<file path="src/sensor_cfg_pkg.sv">
// shared constants, types and carriers of the sensor readout configuration bank
package sensor_cfg_pkg;
	localparam int DATA_W = 12;
	localparam int ADDR_W = 4;
	localparam int WORD_W = 10;
	localparam int LAG_DEPTH = 13;
	// register offsets
	localparam logic [3:0] OFS_ROW_COUNT = 4'h2;
	localparam logic [3:0] OFS_EXPOSURE  = 4'h3;
	localparam logic [3:0] OFS_LAG       = 4'h4;
	localparam logic [3:0] OFS_COL_START = 4'h5;
	localparam logic [3:0] OFS_ROW_START = 4'h6;
	localparam logic [3:0] OFS_CORE      = 4'h7;
	localparam logic [3:0] OFS_AMP       = 4'h8;
	localparam logic [3:0] OFS_COARSE    = 4'h9;
	localparam logic [3:0] OFS_TRIM      = 4'hA;
	localparam logic [3:0] OFS_BLACK     = 4'hB;
	localparam logic [3:0] OFS_CONV      = 4'hC;
	// reset values
	localparam logic [11:0] RST_ROW_COUNT = 12'hBC6;
	localparam logic [11:0] RST_EXPOSURE  = 12'h001;
	localparam logic [7:0]  RST_LAG       = 8'h03;
	localparam logic [6:0]  RST_COL_START = 7'h00;
	localparam logic [7:0]  RST_ROW_START = 8'h00;
	localparam logic [7:0]  RST_CORE      = 8'h00;
	localparam logic [9:0]  RST_AMP       = 10'h010;
	localparam logic [7:0]  RST_DAC       = 8'h80;
	localparam logic [10:0] RST_CONV      = 11'h000;
	// field positions
	localparam int LAG_QUAL_LSB = 0;
	localparam int LAG_END_LSB  = 4;
	localparam logic [3:0] LAG_FREE_MAX = 4'h2;
	localparam int TEST_LSB = 0;
	localparam int XSUB_LSB = 2;
	localparam int YSUB_LSB = 5;
	localparam int GAIN_LSB = 0;
	localparam int UNITY_BIT = 4;
	localparam int ONE_OUT_BIT = 5;
	localparam int AMP_STBY_BIT = 6;
	localparam int AMP_LAG_LSB = 7;
	localparam int CONV_STBY_LSB = 0;
	localparam int NO_INTERLEAVE_BIT = 2;
	localparam int SWITCH_BIT = 3;
	localparam int CLK_SRC_BIT = 4;
	localparam int DRIVE_OFF_BIT = 5;
	localparam int CONV_LAG_LSB = 6;
	localparam int GAMMA_BIT = 9;
	localparam int FLIP_BIT = 10;
	// nondestructive sub-mode codes: bit 1 picks mode 2, bit 0 picks the read frame
	localparam logic [1:0] ND_M1_RESET = 2'b00;
	localparam logic [1:0] ND_M1_READ  = 2'b01;
	localparam logic [1:0] ND_M2_RESET = 2'b10;
	localparam logic [1:0] ND_M2_READ  = 2'b11;
	localparam int ND_MODE2_BIT = 1;
	localparam int ND_READ_BIT  = 0;

	typedef enum logic [3:0] {
		PH_IDLE     = 4'b0001,
		PH_SAMPLE_A = 4'b0010,
		PH_RESET    = 4'b0100,
		PH_SAMPLE_B = 4'b1000
	} row_phase_t;

	typedef struct packed {
		logic [3:0] gain;
		logic       unity;
		logic       one_out;
		logic       standby;
		logic [2:0] amp_clock_lag;
	} amp_ctrl_t;

	typedef struct packed {
		logic [1:0] standby;
		logic       interleave;
		logic       delay_full;
		logic       delay_half;
		logic       second_conv;
		logic       converter_clock_src;
		logic       drive_off;
		logic [2:0] clock_lag;
		logic       gamma;
		logic       word_polarity_flip;
	} conv_ctrl_t;

	typedef struct packed {
		logic sample_a;
		logic row_reset;
		logic sample_b;
		logic read_left;
		logic read_right;
		logic both_sides;
		logic left_load;
		logic right_pointer_load;
	} row_ops_t;
endpackage : sensor_cfg_pkg

</file>
<file path="src/sensor_readout_config_bank.sv">
// configuration register bank and row sequencing of the sensor readout
// Overview of operation
// 12-bit row count limit per frame, up to 3014 lines.
// lag register low nibble delays qualifier, high nibble delays end pulses.
// 7-bit column window start, software keeps it within 0..98.
// 8-bit row window start loads the row pointers, range 0..137.
// core register: test select 1:0, column subsample 4:2, row subsample 7:5.
// amplifier gain code bits 3:0; bit 4 forces unity gain.
// amplifier bit 5 multiplexes both streams onto the first output.
// amplifier bit 6 standby; bits 9:7 select amplifier clock lag.
// three 8-bit offset registers reset to mid-scale 0x80.
// converter bit 2 clear interleaves both converters into one stream.
// bit 3 delays interleaved output, or picks converter when not interleaved.
// converter bit 4 selects external converter clock instead of internal.
// converter bit 5 puts digital output pins in high impedance.
// converter bits 8:6 select converter and multiplexer clock lag.
// converter bit 9 selects gamma-law instead of linear conversion.
// converter bit 10 inverts every bit of the output word.
// normal readout samples, resets row, samples again, then subtracts.
// 2-bit sub-mode acts only in nondestructive readout; four settings.
// mode 1 drives left and right pointers identically, no shutter.
// mode 2 alternates row readouts between left and right pointers.
// mode 2 reset frame resets left row only; read frame never resets.
// lag codes 0..2 add nothing, higher codes add code minus two.
// after frame start count row advances; at exposure value load right pointer.
// controller supplies clock, frame start and row advance pulses.
// nondestructive readout holds reset buses at the dark reference level.
// writes to reserved addresses 13..15 are ignored.
module sensor_readout_config_bank
	import sensor_cfg_pkg::*;
(
	// clock and reset
	input  wire logic                               ref_clk,
	input  wire logic                               resetn,
	// parallel load port from the serial deserializer
	input  wire logic                               cfg_wr_en,
	input  wire logic [sensor_cfg_pkg::ADDR_W-1:0]  cfg_addr,
	input  wire logic [sensor_cfg_pkg::DATA_W-1:0]  cfg_wr_data,
	output logic      [sensor_cfg_pkg::DATA_W-1:0]  cfg_rd_data,
	// readout mode from the main sequencer register
	input  wire logic                               nondestructive_sel,
	input  wire logic [1:0]                         nd_submode,
	// controller pins
	input  wire logic                               frame_start_pin,
	input  wire logic                               row_advance_pin,
	// pixel sequencer and converter, same clock
	input  wire logic                               qualifier_raw,
	input  wire logic                               row_end_raw,
	input  wire logic [sensor_cfg_pkg::WORD_W-1:0]  conv_word,
	// timing pulses
	output logic                                    sample_qualifier,
	output logic                                    row_end_pulse,
	output logic                                    frame_end_pulse,
	output sensor_cfg_pkg::row_ops_t                row_ops,
	// static controls
	output logic      [11:0]                        row_count_limit,
	output logic      [6:0]                         col_window_start,
	output logic      [7:0]                         row_window_start,
	output logic      [7:0]                         core_readout_cfg,
	output sensor_cfg_pkg::amp_ctrl_t               amp_ctrl,
	output sensor_cfg_pkg::conv_ctrl_t              conv_ctrl,
	output logic      [7:0]                         coarse_offset,
	output logic      [7:0]                         trim_offset,
	output logic      [7:0]                         reset_bus_level,
	output logic                                    reset_bus_dark,
	// digital output pins
	output logic      [sensor_cfg_pkg::WORD_W-1:0]  dout_o,
	output logic                                    dout_oe_n
);
	import sensor_cfg_pkg::*;

	typedef struct packed {
		logic [11:0]          row_count;
		logic [11:0]          exposure;
		logic [7:0]           lag;
		logic [6:0]           col_start;
		logic [7:0]           row_start;
		logic [7:0]           core;
		logic [9:0]           amp;
		logic [7:0]           coarse;
		logic [7:0]           trim;
		logic [7:0]           black;
		logic [10:0]          conv;
		logic [DATA_W-1:0]    rd_data;
		logic [1:0]           fs_sync;
		logic [1:0]           ra_sync;
		logic                 fs_prev;
		logic                 ra_prev;
		logic [11:0]          line_cnt;
		logic [11:0]          int_cnt;
		logic                 int_done;
		logic                 half;
		logic                 frame_done;
		row_phase_t           phase;
		row_ops_t             ops;
		logic [LAG_DEPTH-1:0] qual_sh;
		logic [LAG_DEPTH-1:0] row_end_sh;
		logic [LAG_DEPTH-1:0] frame_end_sh;
		logic                 frame_end_raw;
		logic [WORD_W-1:0]    dout;
	} state_t;

	state_t s_q;
	state_t s_d;

	logic fs_rise;
	logic ra_rise;
	logic nd_mode2;
	logic nd_reset_frame;
	logic count_step;
	logic [11:0] line_next;
	logic [11:0] int_next;

	localparam state_t RST_STATE = '{
		row_count: RST_ROW_COUNT, exposure: RST_EXPOSURE, lag: RST_LAG,
		col_start: RST_COL_START, row_start: RST_ROW_START, core: RST_CORE,
		amp: RST_AMP, coarse: RST_DAC, trim: RST_DAC, black: RST_DAC,
		conv: RST_CONV, phase: PH_IDLE, default: '0};

	// lag tap: codes up to LAG_FREE_MAX pass the raw pulse, higher ones a shift stage
	function automatic logic lag_tap(input logic raw, input logic [LAG_DEPTH-1:0] sh,
		input logic [3:0] code);
		logic [3:0] tap;
		tap = code - LAG_FREE_MAX - 4'h1;
		if (code <= LAG_FREE_MAX)
			return raw;
		return sh[tap];
	endfunction : lag_tap

	// pin edges are taken from the second synchroniser stage only
	assign fs_rise = s_q.fs_sync[1] & ~s_q.fs_prev;
	assign ra_rise = s_q.ra_sync[1] & ~s_q.ra_prev;
	assign nd_mode2 = nondestructive_sel & nd_submode[ND_MODE2_BIT];
	assign nd_reset_frame = ~nd_submode[ND_READ_BIT];
	// mode 2 counts once per left/right pair, on the right-pointer advance
	assign count_step = ra_rise & (~nd_mode2 | s_q.half);
	assign line_next = s_q.line_cnt + 12'h001;
	assign int_next = s_q.int_cnt + 12'h001;

	// next-state logic of the whole bank
	always_comb
	begin
		s_d = s_q;
		s_d.ops = '0;
		s_d.frame_end_raw = 1'b0;
		s_d.fs_sync = {s_q.fs_sync[0], frame_start_pin};
		s_d.ra_sync = {s_q.ra_sync[0], row_advance_pin};
		s_d.fs_prev = s_q.fs_sync[1];
		s_d.ra_prev = s_q.ra_sync[1];

		// reserved and out-of-block offsets fall through untouched
		if (cfg_wr_en)
		begin
			unique case (cfg_addr)
				// row count limit
				OFS_ROW_COUNT: s_d.row_count = cfg_wr_data;
				OFS_EXPOSURE:  s_d.exposure = cfg_wr_data;
				// lag nibbles
				OFS_LAG:       s_d.lag = cfg_wr_data[7:0];
				// column start stored as written
				OFS_COL_START: s_d.col_start = cfg_wr_data[6:0];
				// row start stored as written
				OFS_ROW_START: s_d.row_start = cfg_wr_data[7:0];
				// core readout fields
				OFS_CORE:      s_d.core = cfg_wr_data[7:0];
				OFS_AMP:       s_d.amp = cfg_wr_data[9:0];
				// offset converters
				OFS_COARSE:    s_d.coarse = cfg_wr_data[7:0];
				OFS_TRIM:      s_d.trim = cfg_wr_data[7:0];
				OFS_BLACK:     s_d.black = cfg_wr_data[7:0];
				OFS_CONV:      s_d.conv = cfg_wr_data[10:0];
				default:       s_d.rd_data = s_q.rd_data;
			endcase
		end

		// read-back of the addressed register, zero elsewhere
		unique case (cfg_addr)
			OFS_ROW_COUNT: s_d.rd_data = s_q.row_count;
			OFS_EXPOSURE:  s_d.rd_data = s_q.exposure;
			OFS_LAG:       s_d.rd_data = {4'h0, s_q.lag};
			OFS_COL_START: s_d.rd_data = {5'h00, s_q.col_start};
			OFS_ROW_START: s_d.rd_data = {4'h0, s_q.row_start};
			OFS_CORE:      s_d.rd_data = {4'h0, s_q.core};
			OFS_AMP:       s_d.rd_data = {2'h0, s_q.amp};
			OFS_COARSE:    s_d.rd_data = {4'h0, s_q.coarse};
			OFS_TRIM:      s_d.rd_data = {4'h0, s_q.trim};
			OFS_BLACK:     s_d.rd_data = {4'h0, s_q.black};
			OFS_CONV:      s_d.rd_data = {1'b0, s_q.conv};
			default:       s_d.rd_data = 12'h000;
		endcase

		// double-sampling phases walk one per clock after a row advance
		unique case (s_q.phase)
			PH_IDLE:     s_d.phase = PH_IDLE;
			PH_SAMPLE_A: s_d.phase = PH_RESET;
			PH_RESET:    s_d.phase = PH_SAMPLE_B;
			PH_SAMPLE_B: s_d.phase = PH_IDLE;
		endcase
		s_d.ops.sample_a = (s_q.phase == PH_SAMPLE_A);
		s_d.ops.sample_b = (s_q.phase == PH_SAMPLE_B);
		s_d.ops.row_reset = (s_q.phase == PH_RESET);

		if (ra_rise)
		begin
			if (!nondestructive_sel)
			begin
				// normal readout starts the sample, reset, sample walk
				s_d.phase = PH_SAMPLE_A;
				s_d.ops.read_left = 1'b1;
			end
			else if (!nd_mode2)
			begin
				// mode 1 drives both pointers alike
				s_d.ops.both_sides = 1'b1;
				s_d.ops.read_left = 1'b1;
				s_d.ops.read_right = 1'b1;
				// reset frame resets in the same cycle as the read, read frame never
				s_d.ops.row_reset = nd_reset_frame;
				s_d.ops.sample_a = 1'b1;
			end
			else
			begin
				// alternate left and right pointer on each advance
				s_d.half = ~s_q.half;
				s_d.ops.read_left = ~s_q.half;
				s_d.ops.read_right = s_q.half;
				// only the left row of a reset frame is reset
				s_d.ops.row_reset = nd_reset_frame & ~s_q.half;
				s_d.ops.sample_a = 1'b1;
			end
		end

		// line and exposure counters run on the row advances
		if (count_step && !s_q.frame_done)
		begin
			s_d.line_cnt = line_next;
			if (line_next == s_q.row_count)
			begin
				s_d.frame_done = 1'b1;
				s_d.frame_end_raw = 1'b1;
			end
			if (!s_q.int_done)
			begin
				s_d.int_cnt = int_next;
				if (int_next == s_q.exposure)
				begin
					s_d.int_done = 1'b1;
					s_d.ops.right_pointer_load = ~(nondestructive_sel & ~nd_mode2);
				end
			end
		end

		// frame start restarts the counters and loads the left pointer
		if (fs_rise)
		begin
			s_d.line_cnt = 12'h000;
			s_d.int_cnt = 12'h000;
			s_d.int_done = 1'b0;
			s_d.half = 1'b0;
			s_d.frame_done = 1'b0;
			s_d.ops.left_load = 1'b1;
			// mode 1 loads the right pointer together with the left
			s_d.ops.right_pointer_load = nondestructive_sel & ~nd_mode2;
		end

		// delay lines for the qualifier and end pulses
		s_d.qual_sh = {s_q.qual_sh[LAG_DEPTH-2:0], qualifier_raw};
		s_d.row_end_sh = {s_q.row_end_sh[LAG_DEPTH-2:0], row_end_raw};
		s_d.frame_end_sh = {s_q.frame_end_sh[LAG_DEPTH-2:0], s_q.frame_end_raw};

		// output word inversion
		s_d.dout = s_q.conv[FLIP_BIT] ? ~conv_word : conv_word;
	end

	// single state register; asynchronous reset loads constants only
	always_ff @(posedge ref_clk or negedge resetn)
	begin
		if (!resetn)
			s_q <= RST_STATE;
		else
			s_q <= s_d;
	end

	// low nibble steers the qualifier, high nibble both end pulses
	assign sample_qualifier = lag_tap(qualifier_raw, s_q.qual_sh, s_q.lag[LAG_QUAL_LSB +: 4]);
	assign row_end_pulse = lag_tap(row_end_raw, s_q.row_end_sh, s_q.lag[LAG_END_LSB +: 4]);
	assign frame_end_pulse = lag_tap(s_q.frame_end_raw, s_q.frame_end_sh,
		s_q.lag[LAG_END_LSB +: 4]);

	assign row_ops = s_q.ops;
	assign row_count_limit = s_q.row_count;
	assign col_window_start = s_q.col_start;
	assign row_window_start = s_q.row_start;
	assign core_readout_cfg = s_q.core;
	assign coarse_offset = s_q.coarse;
	assign trim_offset = s_q.trim;
	assign cfg_rd_data = s_q.rd_data;

	// raw gain code and the unity override travel side by side
	assign amp_ctrl.gain = s_q.amp[GAIN_LSB +: 4];
	assign amp_ctrl.unity = s_q.amp[UNITY_BIT];
	// single-output multiplexing
	assign amp_ctrl.one_out = s_q.amp[ONE_OUT_BIT];
	// standby and amplifier clock lag
	assign amp_ctrl.standby = s_q.amp[AMP_STBY_BIT];
	assign amp_ctrl.amp_clock_lag = s_q.amp[AMP_LAG_LSB +: 3];

	// interleave is the inverse of the disable bit
	assign conv_ctrl.standby = s_q.conv[CONV_STBY_LSB +: 2];
	assign conv_ctrl.interleave = ~s_q.conv[NO_INTERLEAVE_BIT];
	// switch bit means delay while interleaving, converter pick otherwise
	assign conv_ctrl.delay_full = ~s_q.conv[NO_INTERLEAVE_BIT] & s_q.conv[SWITCH_BIT]
		& ~s_q.conv[CLK_SRC_BIT];
	assign conv_ctrl.delay_half = ~s_q.conv[NO_INTERLEAVE_BIT] & s_q.conv[SWITCH_BIT]
		& s_q.conv[CLK_SRC_BIT];
	assign conv_ctrl.second_conv = s_q.conv[NO_INTERLEAVE_BIT] & s_q.conv[SWITCH_BIT];
	// converter clock source
	assign conv_ctrl.converter_clock_src = s_q.conv[CLK_SRC_BIT];
	assign conv_ctrl.drive_off = s_q.conv[DRIVE_OFF_BIT];
	// converter clock lag
	assign conv_ctrl.clock_lag = s_q.conv[CONV_LAG_LSB +: 3];
	// companding select
	assign conv_ctrl.gamma = s_q.conv[GAMMA_BIT];
	assign conv_ctrl.word_polarity_flip = s_q.conv[FLIP_BIT];

	// in nondestructive readout the reset buses sit at the dark level
	assign reset_bus_dark = nondestructive_sel;
	assign reset_bus_level = s_q.black;

	// pins float when the drive-off bit is set; enable is active low
	assign dout_o = s_q.dout;
	assign dout_oe_n = s_q.conv[DRIVE_OFF_BIT];
endmodule : sensor_readout_config_bank

</file>
<file path="config.mk">
export PLATFORM = sky130hd
export DESIGN_NAME = sensor_readout_config_bank
export DESIGN_NICKNAME = d
export VERILOG_FILES = /design/src/sensor_cfg_pkg.sv /design/src/sensor_readout_config_bank.sv
export SDC_FILE = /design/constraint.sdc
export NUM_CORES = 1
export LEC_CHECK = 0
export CORE_ASPECT_RATIO = 0.75
export CORE_UTILIZATION = 30
export DETAILED_ROUTE_END_ITERATION = 16
export DONT_BUFFER_PORTS = 1
export HOLD_SLACK_MARGIN = 0.02
export PLACE_DENSITY_LB_ADDON = 0.2
export SLEW_MARGIN = 30
export SYNTH_ARGS = -nofsm -noshare
export SYNTH_HDL_FRONTEND = slang
export SYNTH_SLANG_ARGS = --single-unit
</file>
<file path="constraint.sdc">
create_clock -name ref_clk -period 8.95 [get_ports ref_clk]
set_input_delay 1.3425 -clock ref_clk [delete_from_list [all_inputs] [get_ports ref_clk]]
set_output_delay 1.3425 -clock ref_clk [all_outputs]
set_load 0.03 [all_outputs]
</file>
# Word-level counts from Yosys, hierarchy flattened
# Index checks and enable logic that the tools add are counted.
# totals
register_bits	207
output_inout_bits	117
# classes
add_sub_neg	6
magnitude_cmp	4
n_eq_ne	18
muxes	41
n_bitwise	20
n_reduce_logical	22
# op_table
cell	count
$pmux W12 S11	1
$mux W27	1
$reduce_and A2 Y1	13
$mux W1	25
$mux W25	1
$add A12 B1 Y12 const B	2
$eq A12 B12 Y1	2
$eq A4 B4 Y1 const B	6
$eq A4 B3 Y1 const B	5
$mux W13	1
$bmux W1 S4	3
$eq A4 B2 Y1 const B	3
$pmux W4 S3	1
$and A1 B1 Y1	10
$lt A4 B5 Y1 const B	2
$mux W10	1
$not A10 Y10	1
$reduce_bool A2 Y1	5
$le A4 B2 Y1 const B	2
$mux W2	4
$not A1 Y1	8
$sub A4 B1 Y4 const B	2
$sub A4 B2 Y4 const B	2
$mux W6	1
9 further kinds	9

# Depth between registers and ports, before layout
# logic_depth
depth_word	8
depth_mapped	8
ltp_nobuf	7

# Worst setup path after synthesis
# Ideal clock, no wire load.
# synth_path
path_kind	reg-to-output
start	register s_q[179] (netlist bit)
end	output frame_end_pulse
arrival_time_ns	2.492
required_time_ns	7.607
setup_slack_ns	5.116
path_stages_with_launch	8
cell_sequence	dfrtp_1 > buf_1 > inv_1 > ha_1 > buf_1 > mux4_2 > mux4_2 > mux2_2
# synth_between
elab_chain_len	5
# synth_lines
element	line	text
start, declared	sensor_readout_config_bank.sv:103	state_t s_q;
start signal, assigned	sensor_readout_config_bank.sv:279	s_q <= RST_STATE;
start signal, assigned	sensor_readout_config_bank.sv:281	s_q <= s_d;
$sub A4 B2 Y4	sensor_readout_config_bank.sv:124	tap = code - LAG_FREE_MAX - 4'h1;
$sub A4 B1 Y4	sensor_readout_config_bank.sv:124	
$bmux W1 S4	sensor_readout_config_bank.sv:127	return sh[tap];
$mux W1 (not written as such)	sensor_readout_config_bank.sv:127	
$mux W1 (*)	sensor_readout_config_bank.sv:127	
end, declared	sensor_readout_config_bank.sv:53	output logic frame_end_pulse,
# Mark *: on every way between the ends. The rest lies on a longest branch, timed or not. The select of a mux whose other input is x is not followed.

# Worst setup path after layout
# Same ends and word-level chain as after synthesis.

==> out/results.txt <==
DP Area - 9770 um^2
cell family with most CP delay - multiplexers
row count - 57
Max VDD drop - 0.133 mV
Post-CTS Setup Bufs - 0
gpl congestion - 0.814
largest net degree at the start of global routing - 208
initial core utilization - 30.9%
worst hold path class - flop to flop
mapped cell area - 10200 um^2
clk_skew - 15.1 ps
I/O pin cnt - 153
worst r2r path cells - 6
minimum clock period - 4290 ps
Total GRT Usage - 16.3%
Crit path depth - 5
input/output buffers - 0
Leak - 4.39 nW
commonest non-fill, non-tap cell in the layout - dfrtp_1
slowest CP cell - dfrtp_1
final hold violation count - 0
filler cell count - 3316
chip width - 214 um
Max-Slew Margin vs Limit - 35.9%
critical path launch point - s_q[179]
syn avg cell area - 11.6 um^2
Fin Setup TNS - 0 ps
Worst R2R Start - s_q[77]
most frequent cells in the layout - dfrtp_1 (192), mux2_2 (106), nor2_1 (57)
Period Utilization, post-route - 47.9%
post-CTS sizing - 0
CP Launch Type - flop
Syn. warnings - 0
Reg2Reg Setup Slack - 6470 ps
slew of the pin with the lowest slew margin - 959 ps
Avg WL per Cell - 23.2 um
critical path type - flop to output port
Final #Nets - 797
TritonCTS Buffers - 25
clk_lat worst skew - 520 ps
RSZ-0062 raised after global routing - no
max-slew violations - 0
crit-path most repeated cell - mux4_2
post-synth cell types - 59
DR iter-0 viols - 479
Die Area - 34600 um^2
DRC - 0
power density cells - 272 nW/um^2
#FFs+latches synth - 207
Mapped Cells - 872
most used flip-flop cell after synthesis - dfrtp_1
asr flop ratio synth - 100%
WP data arrival - 2950 ps
via count - 6116
max_cap viols - 0
grt total ovfl - 0
Post-synth EDFFs - 0
Antenna Cells - 0
area grow syn2layout - 3.86%
fraction of layout instances using a drive strength above 1 - 25.0%
Sink Count - 207
multi-input logic area - 3940 um^2
fmax - 233 MHz
Worst Setup End Kind - output port
core area - 32800 um^2
Detail Route Antenna Nets - 0
TritonCTS clock tree - built
CP Max Fanout - 13
CP bufs+invs - 1
Via density - 5.04
final wirelength - 28.2 mm
crit-path max cell delay - 690 ps
register area share after synthesis - 51.2%
first-pass GRT wire length - 42.4 mm
htree depth - 1
Critical Path RT - 7610 ps
Reg area - 5200 um^2
outcome - complete, no violations
critical path, cell by cell - inv_1, ha_1, mux4_2, mux4_2, mux2_2
clock root buffer - clkbuf_16
hold buffers post-CTS - 0
fin area - 10500 um^2
initial antenna violation count - 0
hpwl dp - 19.8 mm
Total Power - 2.87 mW
Die H - 161 um
crit path to - frame_end_pulse
Synth Net Count - 914
Clock Pin Slew Worst Setup and Hold Paths - 50 ps
total iterations of the first detailed-routing run - 5
vias in the first global route - 6033
clock tree buffer depth - 3
Final setup violation count - 0
reg2reg end - s_d[11]
logic make-up after synthesis:
logic type | count (synthesis) | share of synthesized area [%]
compound gates | 101 | 6.90
flops | 207 | 51.2
simple gates | 201 | 10.0
fa+ha+maj | 6 | 0.740
buf+inv | 164 | 10.1
xor+xnor | 67 | 5.78
mux | 126 | 15.2
area by class of cell:
cell class	instances	area share [%]
clock buffer	33	6.60
tap	442	5.25
inverter	16	0.570
timing repair buffer	4	0.285
clock inverter	11	0.665
sequential	207	49.3
multi-input combinational	501	37.3
per-stage QoR:
stage / instances / setup slack, ps / utilization (%) / hold WS, ps
floorplan: 872 / 5120 / - / 331
global placement: 1170 / 5210 / 29.8 / 339
detailed placement: 1170 / 5170 / 29.8 / 341
CTS: 1214 / 4600 / 32.1 / 354
global route: 1214 / 4440 / 32.1 / 370
finish: 1214 / 4660 / 32.1 / 351
Yosys cell counts, types with 3 or more instances:
cell type / instances / area [um^2]
and3_1: 8 / 50.1
nand4_1: 8 / 50.1
ha_1: 6 / 75.1
or3_1: 4 / 25.0
nor3_1: 8 / 40.0
buf_4: 109 / 818
and2_1: 4 / 25.0
nand2b_1: 7 / 43.8
a211oi_1: 4 / 30.0
a32o_1: 3 / 30.0
a21oi_1: 18 / 90.1
a32oi_1: 7 / 61.3
nand2_1: 47 / 176
o211ai_1: 3 / 22.5
a221oi_1: 4 / 35.0
a222oi_1: 4 / 40.0
nor2_1: 61 / 229
xor2_1: 35 / 307
xnor2_1: 32 / 280
o22ai_1: 3 / 18.8
a22o_1: 3 / 26.3
mux4_2: 12 / 270
buf_2: 4 / 20.0
mux2i_1: 8 / 80.1
inv_1: 16 / 60.1
buf_1: 8 / 30.0
dfstp_2: 15 / 394
mux2_2: 106 / 1190
nand3_1: 18 / 90.1
a22oi_1: 11 / 82.6
nor4_1: 5 / 31.3
o21ai_0: 23 / 115
nor3b_1: 4 / 30.0
nor2b_1: 9 / 56.3
and4_1: 3 / 26.3
a31oi_1: 5 / 31.3
clkbuf_1: 27 / 101
dfrtp_1: 192 / 4800
how the worst min path moves through the flow:
stage | from | end | slack, ps | cells after the start
2_1_floorplan | s_d[92] | s_d[89] | 330 | 0
3_3_place_gp | s_d[94] | s_d[90] | 340 | 0
3_5_place_dp | s_d[94] | s_d[90] | 340 | 0
4_1_cts | s_d[94] | s_d[90] | 350 | 0
5_1_grt | s_d[27] | s_d[28] | 370 | 0
6_report | s_d[94] | s_d[90] | 350 | 0
routing by layer:
layer	part of all wire, %	wire length [um]	global-route usage, %	vias to the layer above
li1	-	-	-	2738
met1	48	13600	23.9	3153
met2	41	11500	22.5	187
met3	8.7	2460	5.86	38
met4	2.1	596	3.64	0
met5	0	0	0	-
flip-flops by register name, indices dropped and copies added (netlist names):
name	flops
amp_ctrl	10
cfg_rd_data	12
coarse_offset	8
col_window_start	7
conv_ctrl	9
core_readout_cfg	8
dout_o	10
reset_bus_level	8
row_count_limit	12
row_ops	8
row_window_start	8
s_d	41
s_q	58
trim_offset	8
report_power, final:
part | switching (mW) | total (mW) | internal, mW
sequential | 0.441 | 1.54 | 1.10
combinational | 0.166 | 0.377 | 0.211
clock | 0.406 | 0.953 | 0.546
worst register-to-register path, delay by kind of cell (launching register included):
kind,cells,cell delay (ps)
AO/OA/AOI/OAI,2,250
flip-flops,1,440
adder cells (fa/ha/maj),1,290
AND/OR/NAND/NOR,3,1330
(Power assumes the default switching activity.)
